$ cat config.mk
export PLATFORM = sky130hd
export DESIGN_NAME = scp_serial_control_port
export DESIGN_NICKNAME = d
export VERILOG_FILES = /design/src/scp_pkg.sv /design/src/scp_serial_control_port.sv
export SDC_FILE = /design/constraint.sdc
export NUM_CORES = 1
export LEC_CHECK = 0
export ABC_CLOCK_PERIOD_IN_PS = 1900
export CORE_MARGIN = 2
export CORE_UTILIZATION = 55
export CTS_CLUSTER_SIZE = 24
export DETAILED_ROUTE_END_ITERATION = 12
export DONT_BUFFER_PORTS = 1
export GPL_TIMING_DRIVEN = 1
export PLACE_DENSITY = 0.73
export RECOVER_POWER = 25
export SYNTH_ARGS = -nofsm -noshare
export SYNTH_HDL_FRONTEND = slang
export SYNTH_SLANG_ARGS = --single-unit
export TNS_END_PERCENT = 1
$ cat constraint.sdc
create_clock -name i_clock -period 1.9 [get_ports i_clock]
set_input_delay 0.095 -clock i_clock [delete_from_list [all_inputs] [get_ports i_clock]]
set_output_delay 0.095 -clock i_clock [all_outputs]
set_load 0.02 [all_outputs]
$ cat src/scp_pkg.sv
package scp_pkg;

    // Register map, byte offsets in the control port address space
    localparam logic [5:0] SCP_OFS_FACTORY_RESERVED = 6'h00;
    localparam logic [5:0] SCP_OFS_TRANSMITTER_CONTROL = 6'h01;
    localparam logic [5:0] SCP_OFS_POWER_AND_CLOCK_CONTROL = 6'h02;
    localparam logic [5:0] SCP_OFS_AUDIO_PORT_CONTROL = 6'h03;

    // Header byte field positions
    localparam int SCP_HDR_DIR_BIT = 7;
    localparam int SCP_HDR_STEP_BIT = 6;
    localparam int SCP_HDR_ADDR_MSB = 5;

    // Values after reset, and the value read at unmapped locations
    localparam logic [7:0] SCP_RST_TRANSMITTER_CONTROL = 8'h00;
    localparam logic [7:0] SCP_RST_POWER_AND_CLOCK_CONTROL = 8'h03;
    localparam logic [7:0] SCP_RST_AUDIO_PORT_CONTROL = 8'h00;
    localparam logic [7:0] SCP_READ_ZERO = 8'h00;

    // Bits per byte on the control port, last bit index
    localparam logic [2:0] SCP_LAST_BIT = 3'h7;

    // Clock ratio codes
    localparam logic [1:0] SCP_RATIO_UNUSED = 2'h0;
    localparam logic [1:0] SCP_RATIO_256 = 2'h1;
    localparam logic [1:0] SCP_RATIO_384 = 2'h2;
    localparam logic [1:0] SCP_RATIO_512 = 2'h3;

    // Word length codes and the sample masks they apply
    localparam logic [1:0] SCP_WLEN_24 = 2'h0;
    localparam logic [1:0] SCP_WLEN_20 = 2'h1;
    localparam logic [1:0] SCP_WLEN_18 = 2'h2;
    localparam logic [1:0] SCP_WLEN_16 = 2'h3;
    localparam logic [23:0] SCP_MASK_24 = 24'hffffff;
    localparam logic [23:0] SCP_MASK_20 = 24'hfffff0;
    localparam logic [23:0] SCP_MASK_18 = 24'hfffffc;
    localparam logic [23:0] SCP_MASK_16 = 24'hffff00;

    typedef enum logic [1:0] {
        SCP_PH_HEADER_CMD,
        SCP_PH_HEADER_PAD,
        SCP_PH_DATA
    } scp_phase_type;

    typedef struct packed {
        logic driver_ground_force;
        logic shared_status_select;
        logic channel_pick;
        logic mono;
        logic bypass;
        logic mute;
        logic validity_flag;
        logic block_start_dir;
    } scp_tx_ctrl_type;

    typedef struct packed {
        logic [3:0] reserved;
        logic soft_reset;
        logic [1:0] clock_ratio;
        logic power_down;
    } scp_clk_ctrl_type;

    typedef struct packed {
        logic frame_polarity;
        logic sample_edge_select;
        logic data_delay;
        logic justify_select;
        logic [1:0] word_length;
        logic master_bitclk_ratio;
        logic master_mode;
    } scp_audio_ctrl_type;

    // One stereo frame slot: audio and channel status per subframe
    typedef struct packed {
        logic [23:0] audio_a;
        logic [23:0] audio_b;
        logic status_a;
        logic status_b;
        logic validity;
    } scp_frame_type;

endpackage : scp_pkg

$ cat src/scp_serial_control_port.sv
`timescale 1ns/1ns
module scp_serial_control_port
    import scp_pkg::*;
(
    // Clock and reset
    input wire logic i_clock,
    input wire logic i_rstn,
    // Control port pins
    input wire logic i_cs_n,
    input wire logic i_ctl_serial_clock,
    input wire logic i_ctl_serial_in,
    output logic o_ctl_serial_out,
    output logic o_ctl_serial_out_oe,
    // Configuration seen by the transmitter
    output scp_tx_ctrl_type o_tx_ctrl,
    output scp_clk_ctrl_type o_clk_ctrl,
    output scp_audio_ctrl_type o_audio_ctrl,
    output logic o_soft_reset,
    // Block start pin
    input wire logic i_block_start_pin,
    input wire logic i_block_start_gen,
    output logic o_block_start_pin,
    output logic o_block_start_pin_oe,
    output logic o_block_start_in,
    // Line driver source selection
    input wire logic i_encoder_out,
    input wire logic i_external_encoded_in,
    output logic o_line_driver,
    // Audio frames in
    input wire logic i_frame_valid,
    input scp_frame_type i_frame,
    output logic o_frame_ready,
    // Audio frames out to the encoder
    output logic o_frame_valid,
    output scp_frame_type o_frame,
    input wire logic i_frame_ready
);

    // Pin synchronisers; stage one is read only by stage two
    logic cs_n_s1_reg;
    logic cs_n_s2_reg;
    logic sclk_s1_reg;
    logic sclk_s2_reg;
    logic sclk_s3_reg;
    logic sdi_s1_reg;
    logic sdi_s2_reg;
    logic ext_s1_reg;
    logic ext_s2_reg;
    logic bls_s1_reg;
    logic bls_s2_reg;

    // Serial clock stages reset to the parked high level, so that the
    // release of reset shows no false edge to the port
    always_ff @(posedge i_clock or negedge i_rstn) begin
        if (!i_rstn) begin
            cs_n_s1_reg <= 1'b1;
            cs_n_s2_reg <= 1'b1;
            sclk_s1_reg <= 1'b1;
            sclk_s2_reg <= 1'b1;
            sclk_s3_reg <= 1'b1;
            sdi_s1_reg <= 1'b0;
            sdi_s2_reg <= 1'b0;
            ext_s1_reg <= 1'b0;
            ext_s2_reg <= 1'b0;
            bls_s1_reg <= 1'b0;
            bls_s2_reg <= 1'b0;
        end else begin
            cs_n_s1_reg <= i_cs_n;
            cs_n_s2_reg <= cs_n_s1_reg;
            sclk_s1_reg <= i_ctl_serial_clock;
            sclk_s2_reg <= sclk_s1_reg;
            sclk_s3_reg <= sclk_s2_reg;
            sdi_s1_reg <= i_ctl_serial_in;
            sdi_s2_reg <= sdi_s1_reg;
            ext_s1_reg <= i_external_encoded_in;
            ext_s2_reg <= ext_s1_reg;
            bls_s1_reg <= i_block_start_pin;
            bls_s2_reg <= bls_s1_reg;
        end
    end

    // Serial clock edges, qualified by a selected port
    // The third stage holds the settled previous level; logic reads it and
    // the second stage of each pin, never the first
    logic selected;
    logic sclk_rise;
    logic sclk_fall;
    assign selected = !cs_n_s2_reg;
    assign sclk_rise = selected && sclk_s2_reg && !sclk_s3_reg;
    assign sclk_fall = selected && !sclk_s2_reg && sclk_s3_reg;

    // Port state
    scp_phase_type phase_reg;
    scp_phase_type phase_next;
    logic [2:0] bit_cnt_reg;
    logic [7:0] rx_shift_reg;
    logic [7:0] tx_shift_reg;
    logic [5:0] addr_reg;
    logic is_read_reg;
    logic step_two_reg;

    // Registers
    scp_tx_ctrl_type tx_ctrl_reg;
    scp_clk_ctrl_type clk_ctrl_reg;
    scp_audio_ctrl_type audio_ctrl_reg;

    // Byte assembly: shift in MSB first on every rising edge
    logic [7:0] rx_byte;
    logic byte_done;
    assign rx_byte = {rx_shift_reg[6:0], sdi_s2_reg};
    assign byte_done = sclk_rise && (bit_cnt_reg == SCP_LAST_BIT);

    // Header decode of the first byte
    // Taken from the byte being completed, valid at its eighth rise
    logic hdr_read;
    logic hdr_step;
    logic [5:0] hdr_addr;
    assign hdr_read = rx_byte[SCP_HDR_DIR_BIT];
    assign hdr_step = rx_byte[SCP_HDR_STEP_BIT];
    assign hdr_addr = rx_byte[SCP_HDR_ADDR_MSB:0];

    // Address after one data byte, wraps in the six-bit space
    logic [5:0] addr_step;
    assign addr_step = addr_reg + (step_two_reg ? 6'h02 : 6'h01);

    // Read mux; the channel status area is not held here and reads zero
    function automatic logic [7:0] read_mux(input logic [5:0] a,
            input scp_tx_ctrl_type t, input scp_clk_ctrl_type c,
            input scp_audio_ctrl_type p);
        logic [7:0] d;
        d = SCP_READ_ZERO;
        case (a)
            SCP_OFS_TRANSMITTER_CONTROL: d = t;
            SCP_OFS_POWER_AND_CLOCK_CONTROL: d = {4'h0, c[3:0]};
            SCP_OFS_AUDIO_PORT_CONTROL: d = p;
            default: d = SCP_READ_ZERO;
        endcase
        return d;
    endfunction : read_mux

    // Phase sequencing through command byte, pad byte and data bytes
    // The pad byte is counted but never decoded, whatever it carries
    always_comb begin
        phase_next = phase_reg;
        case (phase_reg)
            SCP_PH_HEADER_CMD: begin
                if (byte_done) phase_next = SCP_PH_HEADER_PAD;
            end
            SCP_PH_HEADER_PAD: begin
                if (byte_done) phase_next = SCP_PH_DATA;
            end
            SCP_PH_DATA: phase_next = SCP_PH_DATA;
            default: phase_next = SCP_PH_HEADER_CMD;
        endcase
    end

    // Write strobe for a completed data byte
    logic wr_strobe;
    assign wr_strobe = byte_done && (phase_reg == SCP_PH_DATA)
        && !is_read_reg;

    // Shifting, header capture and address stepping
    always_ff @(posedge i_clock or negedge i_rstn) begin
        if (!i_rstn) begin
            phase_reg <= SCP_PH_HEADER_CMD;
            bit_cnt_reg <= 3'h0;
            rx_shift_reg <= 8'h00;
            addr_reg <= 6'h00;
            is_read_reg <= 1'b0;
            step_two_reg <= 1'b0;
        end else if (!selected) begin
            // Deselect aborts any partial byte and rearms the header
            phase_reg <= SCP_PH_HEADER_CMD;
            bit_cnt_reg <= 3'h0;
        end else if (sclk_rise) begin
            phase_reg <= phase_next;
            bit_cnt_reg <= bit_cnt_reg + 3'h1;
            rx_shift_reg <= rx_byte;
            if (byte_done && phase_reg == SCP_PH_HEADER_CMD) begin
                is_read_reg <= hdr_read;
                step_two_reg <= hdr_step;
                addr_reg <= hdr_addr;
            end
            if (byte_done && phase_reg == SCP_PH_DATA) begin
                addr_reg <= addr_step;
            end
        end
    end

    // Output shifter: loaded on the rising edge that ends the header or
    // a data byte, so the next falling edge presents its MSB
    logic tx_load;
    logic [7:0] tx_load_data;
    assign tx_load = byte_done && is_read_reg
        && (phase_reg != SCP_PH_HEADER_CMD);
    assign tx_load_data = (phase_reg == SCP_PH_DATA)
        ? read_mux(addr_step, tx_ctrl_reg, clk_ctrl_reg, audio_ctrl_reg)
        : read_mux(addr_reg, tx_ctrl_reg, clk_ctrl_reg, audio_ctrl_reg);

    // Output bits change only on falling edges in the data phase of a
    // read; the enable stays low through the whole header
    logic drive_out;
    assign drive_out = sclk_fall && is_read_reg
        && (phase_reg == SCP_PH_DATA);

    always_ff @(posedge i_clock or negedge i_rstn) begin
        if (!i_rstn) begin
            tx_shift_reg <= 8'h00;
            o_ctl_serial_out <= 1'b0;
            o_ctl_serial_out_oe <= 1'b0;
        end else if (!selected) begin
            o_ctl_serial_out_oe <= 1'b0;
        end else if (tx_load) begin
            tx_shift_reg <= tx_load_data;
        end else if (drive_out) begin
            o_ctl_serial_out <= tx_shift_reg[7];
            tx_shift_reg <= {tx_shift_reg[6:0], 1'b0};
            o_ctl_serial_out_oe <= 1'b1;
        end
    end

    // Register writes; the reserved location and unmapped ones ignore data
    // Limitation: a read burst fetches each next byte at the eighth rise of
    // the current one, so it shows the register values of that moment
    always_ff @(posedge i_clock or negedge i_rstn) begin
        if (!i_rstn) begin
            tx_ctrl_reg <= SCP_RST_TRANSMITTER_CONTROL;
            clk_ctrl_reg <= SCP_RST_POWER_AND_CLOCK_CONTROL;
            audio_ctrl_reg <= SCP_RST_AUDIO_PORT_CONTROL;
        end else if (wr_strobe) begin
            case (addr_reg)
                SCP_OFS_TRANSMITTER_CONTROL: tx_ctrl_reg <= rx_byte;
                SCP_OFS_POWER_AND_CLOCK_CONTROL:
                    clk_ctrl_reg <= {4'h0, rx_byte[3:0]};
                SCP_OFS_AUDIO_PORT_CONTROL: audio_ctrl_reg <= rx_byte;
                default: ;
            endcase
        end
    end

    // Configuration outputs as registered copies, one cycle behind the registers
    always_ff @(posedge i_clock or negedge i_rstn) begin
        if (!i_rstn) begin
            o_tx_ctrl <= SCP_RST_TRANSMITTER_CONTROL;
            o_clk_ctrl <= SCP_RST_POWER_AND_CLOCK_CONTROL;
            o_audio_ctrl <= SCP_RST_AUDIO_PORT_CONTROL;
            o_soft_reset <= 1'b0;
        end else begin
            o_tx_ctrl <= tx_ctrl_reg;
            o_clk_ctrl <= clk_ctrl_reg;
            o_audio_ctrl <= audio_ctrl_reg;
            o_soft_reset <= clk_ctrl_reg.soft_reset;
        end
    end

    // Line driver: grounded on reset, power down or forced off
    // Grounding wins over both sources, so no stray encoder bit reaches
    // the line while the transmitter is held off
    logic driver_off;
    logic driver_src;
    assign driver_off = tx_ctrl_reg.driver_ground_force
        || clk_ctrl_reg.power_down || clk_ctrl_reg.soft_reset;
    assign driver_src = tx_ctrl_reg.bypass ? ext_s2_reg
        : i_encoder_out;

    // Block start pin direction follows its control bit
    always_ff @(posedge i_clock or negedge i_rstn) begin
        if (!i_rstn) begin
            o_line_driver <= 1'b0;
            o_block_start_pin <= 1'b0;
            o_block_start_pin_oe <= 1'b0;
            o_block_start_in <= 1'b0;
        end else begin
            o_line_driver <= driver_off ? 1'b0 : driver_src;
            o_block_start_pin <= i_block_start_gen;
            o_block_start_pin_oe <= tx_ctrl_reg.block_start_dir;
            o_block_start_in <= tx_ctrl_reg.block_start_dir ? 1'b0
                : bls_s2_reg;
        end
    end

    // Frame shaping: word length mask, channel pick, sharing and mute
    // Shaping follows the registers of the cycle in which a frame is taken;
    // a change of settings applies from the next frame on
    logic [23:0] wl_mask;
    assign wl_mask = (audio_ctrl_reg.word_length == SCP_WLEN_16)
        ? SCP_MASK_16
        : (audio_ctrl_reg.word_length == SCP_WLEN_18) ? SCP_MASK_18
        : (audio_ctrl_reg.word_length == SCP_WLEN_20) ? SCP_MASK_20
        : SCP_MASK_24;

    logic [23:0] picked_audio;
    logic picked_status;
    logic [23:0] shaped_a;
    logic [23:0] shaped_b;
    scp_frame_type shaped;
    assign picked_audio = tx_ctrl_reg.channel_pick ? i_frame.audio_b
        : i_frame.audio_a;
    assign picked_status = tx_ctrl_reg.channel_pick ? i_frame.status_b
        : i_frame.status_a;
    assign shaped_a = tx_ctrl_reg.mute ? 24'h000000
        : (tx_ctrl_reg.mono ? picked_audio : i_frame.audio_a) & wl_mask;
    assign shaped_b = tx_ctrl_reg.mute ? 24'h000000
        : (tx_ctrl_reg.mono ? picked_audio : i_frame.audio_b) & wl_mask;
    assign shaped.audio_a = shaped_a;
    assign shaped.audio_b = shaped_b;
    assign shaped.status_a = tx_ctrl_reg.shared_status_select
        ? picked_status : i_frame.status_a;
    assign shaped.status_b = tx_ctrl_reg.shared_status_select
        ? picked_status : i_frame.status_b;
    assign shaped.validity = tx_ctrl_reg.validity_flag;

    // Two-entry skid buffer: a stall by the encoder parks one frame in
    // the skid slot, and ready drops only once both slots are full
    logic skid_valid_reg;
    scp_frame_type skid_reg;
    logic take_in;
    logic out_free;
    assign take_in = i_frame_valid && o_frame_ready;
    assign out_free = !o_frame_valid || i_frame_ready;

    always_ff @(posedge i_clock or negedge i_rstn) begin
        if (!i_rstn) begin
            o_frame_valid <= 1'b0;
            o_frame <= '0;
            skid_valid_reg <= 1'b0;
            skid_reg <= '0;
            o_frame_ready <= 1'b0;
        end else begin
            o_frame_ready <= !(skid_valid_reg || (take_in && !out_free));
            if (out_free) begin
                if (skid_valid_reg) begin
                    o_frame <= skid_reg;
                    o_frame_valid <= 1'b1;
                    skid_valid_reg <= take_in;
                    skid_reg <= shaped;
                end else begin
                    o_frame <= shaped;
                    o_frame_valid <= take_in;
                end
            end else if (take_in) begin
                skid_reg <= shaped;
                skid_valid_reg <= 1'b1;
            end
        end
    end

endmodule : scp_serial_control_port

==> out/metrics.yaml, run 1 <==
run_status:
  status: "complete, but fails checks"
  violations: "hold timing"
die:
  dieHeight_um: 130
  core-area_mm2: 0.0153
  die_w_um: 130
  ioPinCount: 146
  die-area_mm2: 0.0168
  initial_core_util_pct: 56.8
  rows: 45
grt:
  grt_max_degree: 190
  antenna_found_initial: 0
  grt_use_total_pct: 23.5
  grt_overflow_total: 0
  grt_pass1_vias: 6106
  grt_pass1_wl_um: 30900
run:
  maxCapViolations: 0
logic_synthesis:
  synth-seq-cells: 189
  synth.avg_cell_area_um2: 11.1
  synthAdderAreaFrac_pct: 1.24
  syn_area_mm2: 0.00870
  synth-async-reset-ratio_pct: 100
  synth_cells: 782
  synth_area_leaders: "dfrtp_1 (52%), mux2_2 (10%), mux2i_1 (8.6%), nand2_1 (6.5%), o21ai_0 (3.6%)"
  synthXorXnorAreaFrac_pct: 0.101
  ys_warn_count: 0
  synth_compound_area_share_pct: 10.1
  synthMuxAreaShare_pct: 18.9
  yosysSeqAreaShare_pct: 54.5
  yosysTopAreaCellShare_pct: 51.8
  ys.flop_type: "dfrtp_1"
  yosysTopAreaCell: "dfrtp_1"
  synth_edf_count: 0
  synth_top_family_by_area: "multiplexers"
  yosysUniqueCellTypes: 57
  synth-simple-area-share_pct: 11.5
critical_path:
  cp_max_fo: 6
  critPathLaunch: "step_two_reg"
  worstPathRequired_ns: 2.24
  start_kind: "register"
  crit_arrival_ns: 2.22
  r2r-start: "step_two_reg"
  rr_worst_depth: 7
  rrSetupSlack_ns: 0.02
  setup.worst_path.end_class: "register"
  rr_endpoint: "tx_shift_reg[1]"
  critical_path_class: "register to register"
timing:
  fin_crit_sh_pct: 98.8
  max_freq_mhz: 533
  setup_viol: 0
  rsz0062_at_grt: "true"
  fin_crit_ns: 1.88
  hold_violations: 189
  drv_slew: 0
  timing.hold.ws_ns: -0.642
  skew_ns: 0.0102
routing:
  wl_um: 19500
  firstDrtPassIters: 5
  final_antenna_net_count: 0
  drc: 0
  drtIter0Drc: 445
  wl_per_cell_um: 19.0
  vias: 6068
  via_per_inst: 5.90
placement:
  gp_congestion: 0.894
  hpwlAfterDp_um: 12500
  port_buffers: 0
finish:
  final_util_pct: 65.0
  fin_nets: 875
  diodes: 0
  mostFrequentLayoutCell: "dfrtp_1"
  area_growth_pct: 14.4
  layout-drive-gt1-share_pct: 22.4
  num-fill-cells: 1198
  layout_common_cells: "dfrtp_1 (179), nand2_1 (150), mux2_2 (78)"
hold_path:
  hold_class: "input pin to asynchronous set/reset pin"
clocking:
  numCtsBuffers: 17
  clk_path_buf_depth: 2
  clkLatencyLatePin_ns: 0.43
  path_clk_slew_ns: 0.07
  postCtsHoldBufs: 27
  root_buffer: "clkbuf_16"
  cts.sinks: 189
  cts_tree: "yes"
  htreeDepth: 4
power:
  power_density_mw_per_mm2: 1210
  fin_total_pwr_mw: 12.0
  leakagePower_nw: 4.38
  ir_drop_mv: 0.689
-- layout make-up --
| class | count | area, um2 | share of cell area, % |
|---|---|---|---|
| flip-flops and latches | 189 | 4740 | 47.6 |
| repair buffers | 60 | 593 | 5.96 |
| clock buffers | 20 | 457 | 4.59 |
| clock inverters | 12 | 134 | 1.34 |
| multi-input cells | 532 | 3750 | 37.6 |
| well taps | 211 | 264 | 2.65 |
| inverters | 5 | 18.8 | 0.189 |
-- report_power, final --
part / switching [mW] / internal [mW] / total, mW
registers: 1.29 / 5.08 / 6.36
clock network: 1.54 / 2.02 / 3.56
logic: 1.00 / 1.12 / 2.12
total: 3.83 / 8.22 / 12.0
-- metrics by stage --
step	cells	setup TNS (ns)	setup WS [ns]	area, um2	hold WS, ns
2_1_floorplan	785	0	0.0431	8710	-0.201
3_3_place_gp	967	0	0.0643	9000	-0.196
3_5_place_dp	967	-0.0664	-0.0319	9000	-0.196
4_1_cts	1026	0	0.0195	9870	-0.656
5_1_grt	1029	-0.169	-0.0545	9960	-0.663
6_report	1029	0	0.0225	9960	-0.642
-- synthesized netlist by cell type (3+ instances only) --
cell type,instances
nand4_1,3
nand2b_1,6
mux2_2,78
nor4_1,3
nand2_1,150
o221a_2,3
ha_1,7
o21ai_0,63
buf_1,6
clkbuf_1,29
nor2_1,12
dfstp_2,9
a21oi_1,60
o31ai_1,6
nand3_1,3
dfrtp_1,180
buf_4,7
o22ai_1,3
mux2i_1,75
nor2b_1,5
o22a_1,4
inv_1,5
a32oi_1,3
nor3_1,10
buf_2,12
a211oi_1,3
-- critical path, stage by stage (launching register included) --
cell,delay (ns)
dfrtp_1,0.39
inv_1,0.12
ha_4,0.17
fa_2,0.50
buf_4,0.18
a21oi_1,0.16
a21oi_2,0.09
a211oi_2,0.17
-- layer usage --
metal	vias to the layer above	track usage [%]	routed length, um
met5	-	0	0
met4	0	8.16	451
met3	37	5.78	1210
met2	204	39.8	9870
met1	3053	29.7	8000
li1	2774	-	-
-- what timing repair did --
| item | CTS | global route |
|---|---|---|
| hold endpoints to repair | 211 | 189 |
| pin swaps | 0 | 6 |
| gates cloned | 0 | 0 |
| setup endpoints to repair | 7 | 20 |
| resized for setup | 2 | 20 |
| buffers inserted | 0 | 3 |
-- worst max path at each step --
stage	to	slack, ns	cells after the start
2_1_floorplan	audio_ctrl_reg[0]	0.04	5
3_3_place_gp	addr_reg[4]	0.06	6
3_5_place_dp	tx_shift_reg[1]	-0.03	8
4_1_cts	audio_ctrl_reg[5]	0.02	5
5_1_grt	tx_shift_reg[1]	-0.05	7
6_report	tx_shift_reg[1]	0.02	7
-- logic make-up (layout without fill, tap and decap cells) --
logic type | Yosys count | count (layout)
simple gates | 210 | 210
flops | 189 | 189
compound gates | 155 | 155
mux | 154 | 154
buf+inv | 64 | 97
fa+ha+maj | 8 | 8
other cells | 1 | 4
xor+xnor | 1 | 1
Note: power is estimated with default switching activity, not from simulation.
==> run 2: changes to the inputs <==
--- a/config.mk
+++ b/config.mk
@@ -12,8 +12,10 @@
 export DETAILED_ROUTE_END_ITERATION = 12
 export DONT_BUFFER_PORTS = 1
 export GPL_TIMING_DRIVEN = 1
+export HOLD_SLACK_MARGIN = 0.12
 export PLACE_DENSITY = 0.73
 export RECOVER_POWER = 25
+export REMOVE_ABC_BUFFERS = 1
 export SYNTH_ARGS = -nofsm -noshare
 export SYNTH_HDL_FRONTEND = slang
 export SYNTH_SLANG_ARGS = --single-unit
==> out/metrics.yaml, run 2 (synthesis results as in run 1) <==
grt:
  grt_use_met2_pct: 38.8  # -0.99 points
  busiest_layer: "met2"
  grt_pass1_vias: 6270  # +2.7%
  met1_usage_pct: 28.7  # -1.0 points
  grtUsageMet3_pct: 4.72  # -1.1 points
  grt_pass1_wl_um: 30500  # -1.0%
  grt_max_degree: 190  # unchanged
  grt_overflow_total: 0  # unchanged
  antenna_found_initial: 0  # unchanged
  grt_use_total_pct: 23.1  # -0.42 points
timing:
  skew_ns: 0.0127  # +0.00246 ns
  setup_viol: 0  # unchanged
  fin_crit_sh_pct: 97.5  # -1.4 points
  setup_ws_ns: 0.0483  # +0.0257 ns
  tightest_slew_ns: 0.654
  max_slew_margin_pct: 56.4
  max_freq_mhz: 540  # +1.4%
  fin_crit_ns: 1.85  # -0.0257 ns
  drv_slew: 0  # unchanged
  timing.hold.ws_ns: -0.650  # -0.00824 ns
  hold_violations: 189  # unchanged
  rsz0062_at_grt: "true"
routing:
  wl_per_cell_um: 17.8  # -6.0%
  vias: 6075  # +0.12%
  via_per_inst: 5.75  # -2.5%
  wl_um: 18900  # -3.4%
  drc: 0  # unchanged
  final_antenna_net_count: 0  # unchanged
  firstDrtPassIters: 5  # unchanged
  drtIter0Drc: 344  # -23%
die:
  ioPinCount: 146  # unchanged
  core-area_mm2: 0.0153  # unchanged
  dieHeight_um: 130  # unchanged
  rows: 45  # unchanged
  die_w_um: 130  # unchanged
  initial_core_util_pct: 56.8  # unchanged
  die-area_mm2: 0.0168  # unchanged
power:
  pwr-share-clk_pct: 27.9  # -1.7 points
  leakagePower_nw: 4.44  # +1.3%
  p_switching_mw: 3.81  # -0.56%
  power_frac_seq_pct: 53.5  # +0.7 points
  combPwrFrac_pct: 18.5  # +0.9 points
  internal-power_mw: 8.00  # -2.6%
  sw_frac_of_total_pct: 32.3  # +0.45 points
  ir_drop_mv: 0.689  # about the same
  power_density_mw_per_mm2: 1160  # -3.8%
critical_path:
  cp_cell_sequence: "ha_4 -> fa_2 -> buf_4 -> mux2i_1 -> o21ai_0"
  setup.worst_path.end_class: "register"
  worstPathRequired_ns: 2.21  # -0.03 ns
  rr_worst_depth: 5  # -2
  crit_arrival_ns: 2.16  # -0.06 ns
  slowest_stage: "fa_2"
  worst_path_largest_cell_delay_ns: 0.63  # +0.13 ns
  rr_endpoint: "tx_shift_reg[6]"
  start_kind: "register"
  critical_path_class: "register to register"
  cp_max_fo: 8  # +2
  r2r-start: "addr_reg[0]"
  rrSetupSlack_ns: 0.05  # +0.03 ns
finish:
  layout_common_cells: "dfrtp_1 (179), nand2_1 (150), mux2_2 (78)"
  fin_nets: 902  # +3.1%
  layout-drive-gt1-share_pct: 20.9  # -1.4 points
  post-route-cell-area_mm2: 0.0101  # +1.9%
  mostFrequentLayoutCell: "dfrtp_1"
  area_growth_pct: 16.6
clocking:
  htreeDepth: 4  # unchanged
  root_buffer: "clkbuf_16"
  postCtsHoldBufs: 59  # +120%
  numCtsBuffers: 17  # unchanged
  clk_path_buf_depth: 2  # unchanged
  cts.sinks: 189  # unchanged
  clkLatencyLatePin_ns: 0.44  # about the same
  cts_tree: "yes"
  path_clk_slew_ns: 0.07  # about the same
placement:
  hpwlAfterDp_um: 12100  # -3.9%
  port_buffers: 0  # unchanged
  pre_cts_ws_ns: -0.0423  # -0.0105 ns
  gp_congestion: 0.823  # -7.9%
  postPlaceCellArea_mm2: 0.00896  # -0.53%
run:
  maxCapViolations: 0  # unchanged
run_status:
  violations: "hold timing"
  status: "complete, but fails checks"
hold_path:
  hold_class: "input pin to asynchronous set/reset pin"
## run 2: changes by cell type in the layout (fill, tap and decap cells not counted), sizes merged
cell	change
dlygate4sd3	+32
clkinvlp	+2
buf	-5
clkbuf	+1
bufinv	-2
diode	+1
clkinv	-2
inv	+1
## run 2: cell type report
type | instances | area [um2]
Clock inverter | 11 | 86.3
Inverter | 5 | 18.8
Antenna cell | 1 | 2.50
Clock buffer | 21 | 460
Multi-Input combinational cell | 532 | 3720
Fill cell | 1155 | 5160
Timing Repair Buffer | 87 | 855
Tap cell | 211 | 264
Sequential cell | 189 | 4740
## run 2: power groups by stage
| stage | sequential, mW | combinational, mW | clock (mW) |
|---|---|---|---|
| after floorplan | 6.28 | 1.63 | 0 |
| after global placement | 6.32 | 1.97 | 0 |
| after detailed placement | 6.39 | 2.06 | 0 |
| after CTS | 6.32 | 2.19 | 3.36 |
| after global routing | 6.44 | 2.43 | 3.51 |
| final | 6.33 | 2.19 | 3.30 |
## run 2: through the flow
stage          power, mW  std cells  utilization, %  setup TNS [ns]
2_1_floorplan       7.90        726               -         -379.03
3_3_place_gp        8.29        964            58.5               0
3_5_place_dp        8.46        964            58.5         -0.0423
4_1_cts             11.9       1055            65.9               0
5_1_grt             12.4       1056            66.3         -0.0607
6_report            11.8       1057            66.3               0
## run 2: per-layer routing
layer | vias to the layer above | part of all wire, % | wire, um
met3 | 44 | 5.6 | 1050
met1 | 2988 | 42 | 7840
met4 | 0 | 2.5 | 474
li1 | 2819 | - | -
met5 | - | 0 | 0
met2 | 224 | 50 | 9490
## run 2: critical path, delay by kind of cell, from the launching register on
kind,cells,cell delay (ns)
DFF,1,0.42
adders and majority gates,2,0.82
muxes,1,0.20
AOI/OAI and AO/OA,1,0.10
buffers and inverters,1,0.18
## run 2: how the worst max path moves through the flow
stage                               from                end  slack, ns
after global routing        phase_reg[0]  audio_ctrl_reg[5]      -0.02
after detailed placement  bit_cnt_reg[0]    tx_shift_reg[3]      -0.04
final                        addr_reg[0]    tx_shift_reg[6]       0.05
after CTS                 bit_cnt_reg[0]    tx_shift_reg[5]       0.02
after global placement      step_two_reg    tx_shift_reg[3]       0.07
after floorplan            o_frame_valid        skid_reg[0]      -5.14
## run 2: timing repair
item | CTS | global route
setup buffers | 0 | 1
hold endpoints to repair | 300 | 189
gates resized for setup | 4 | 10
endpoints found under the setup margin | 3 | 18
pin swaps | 0 | 3
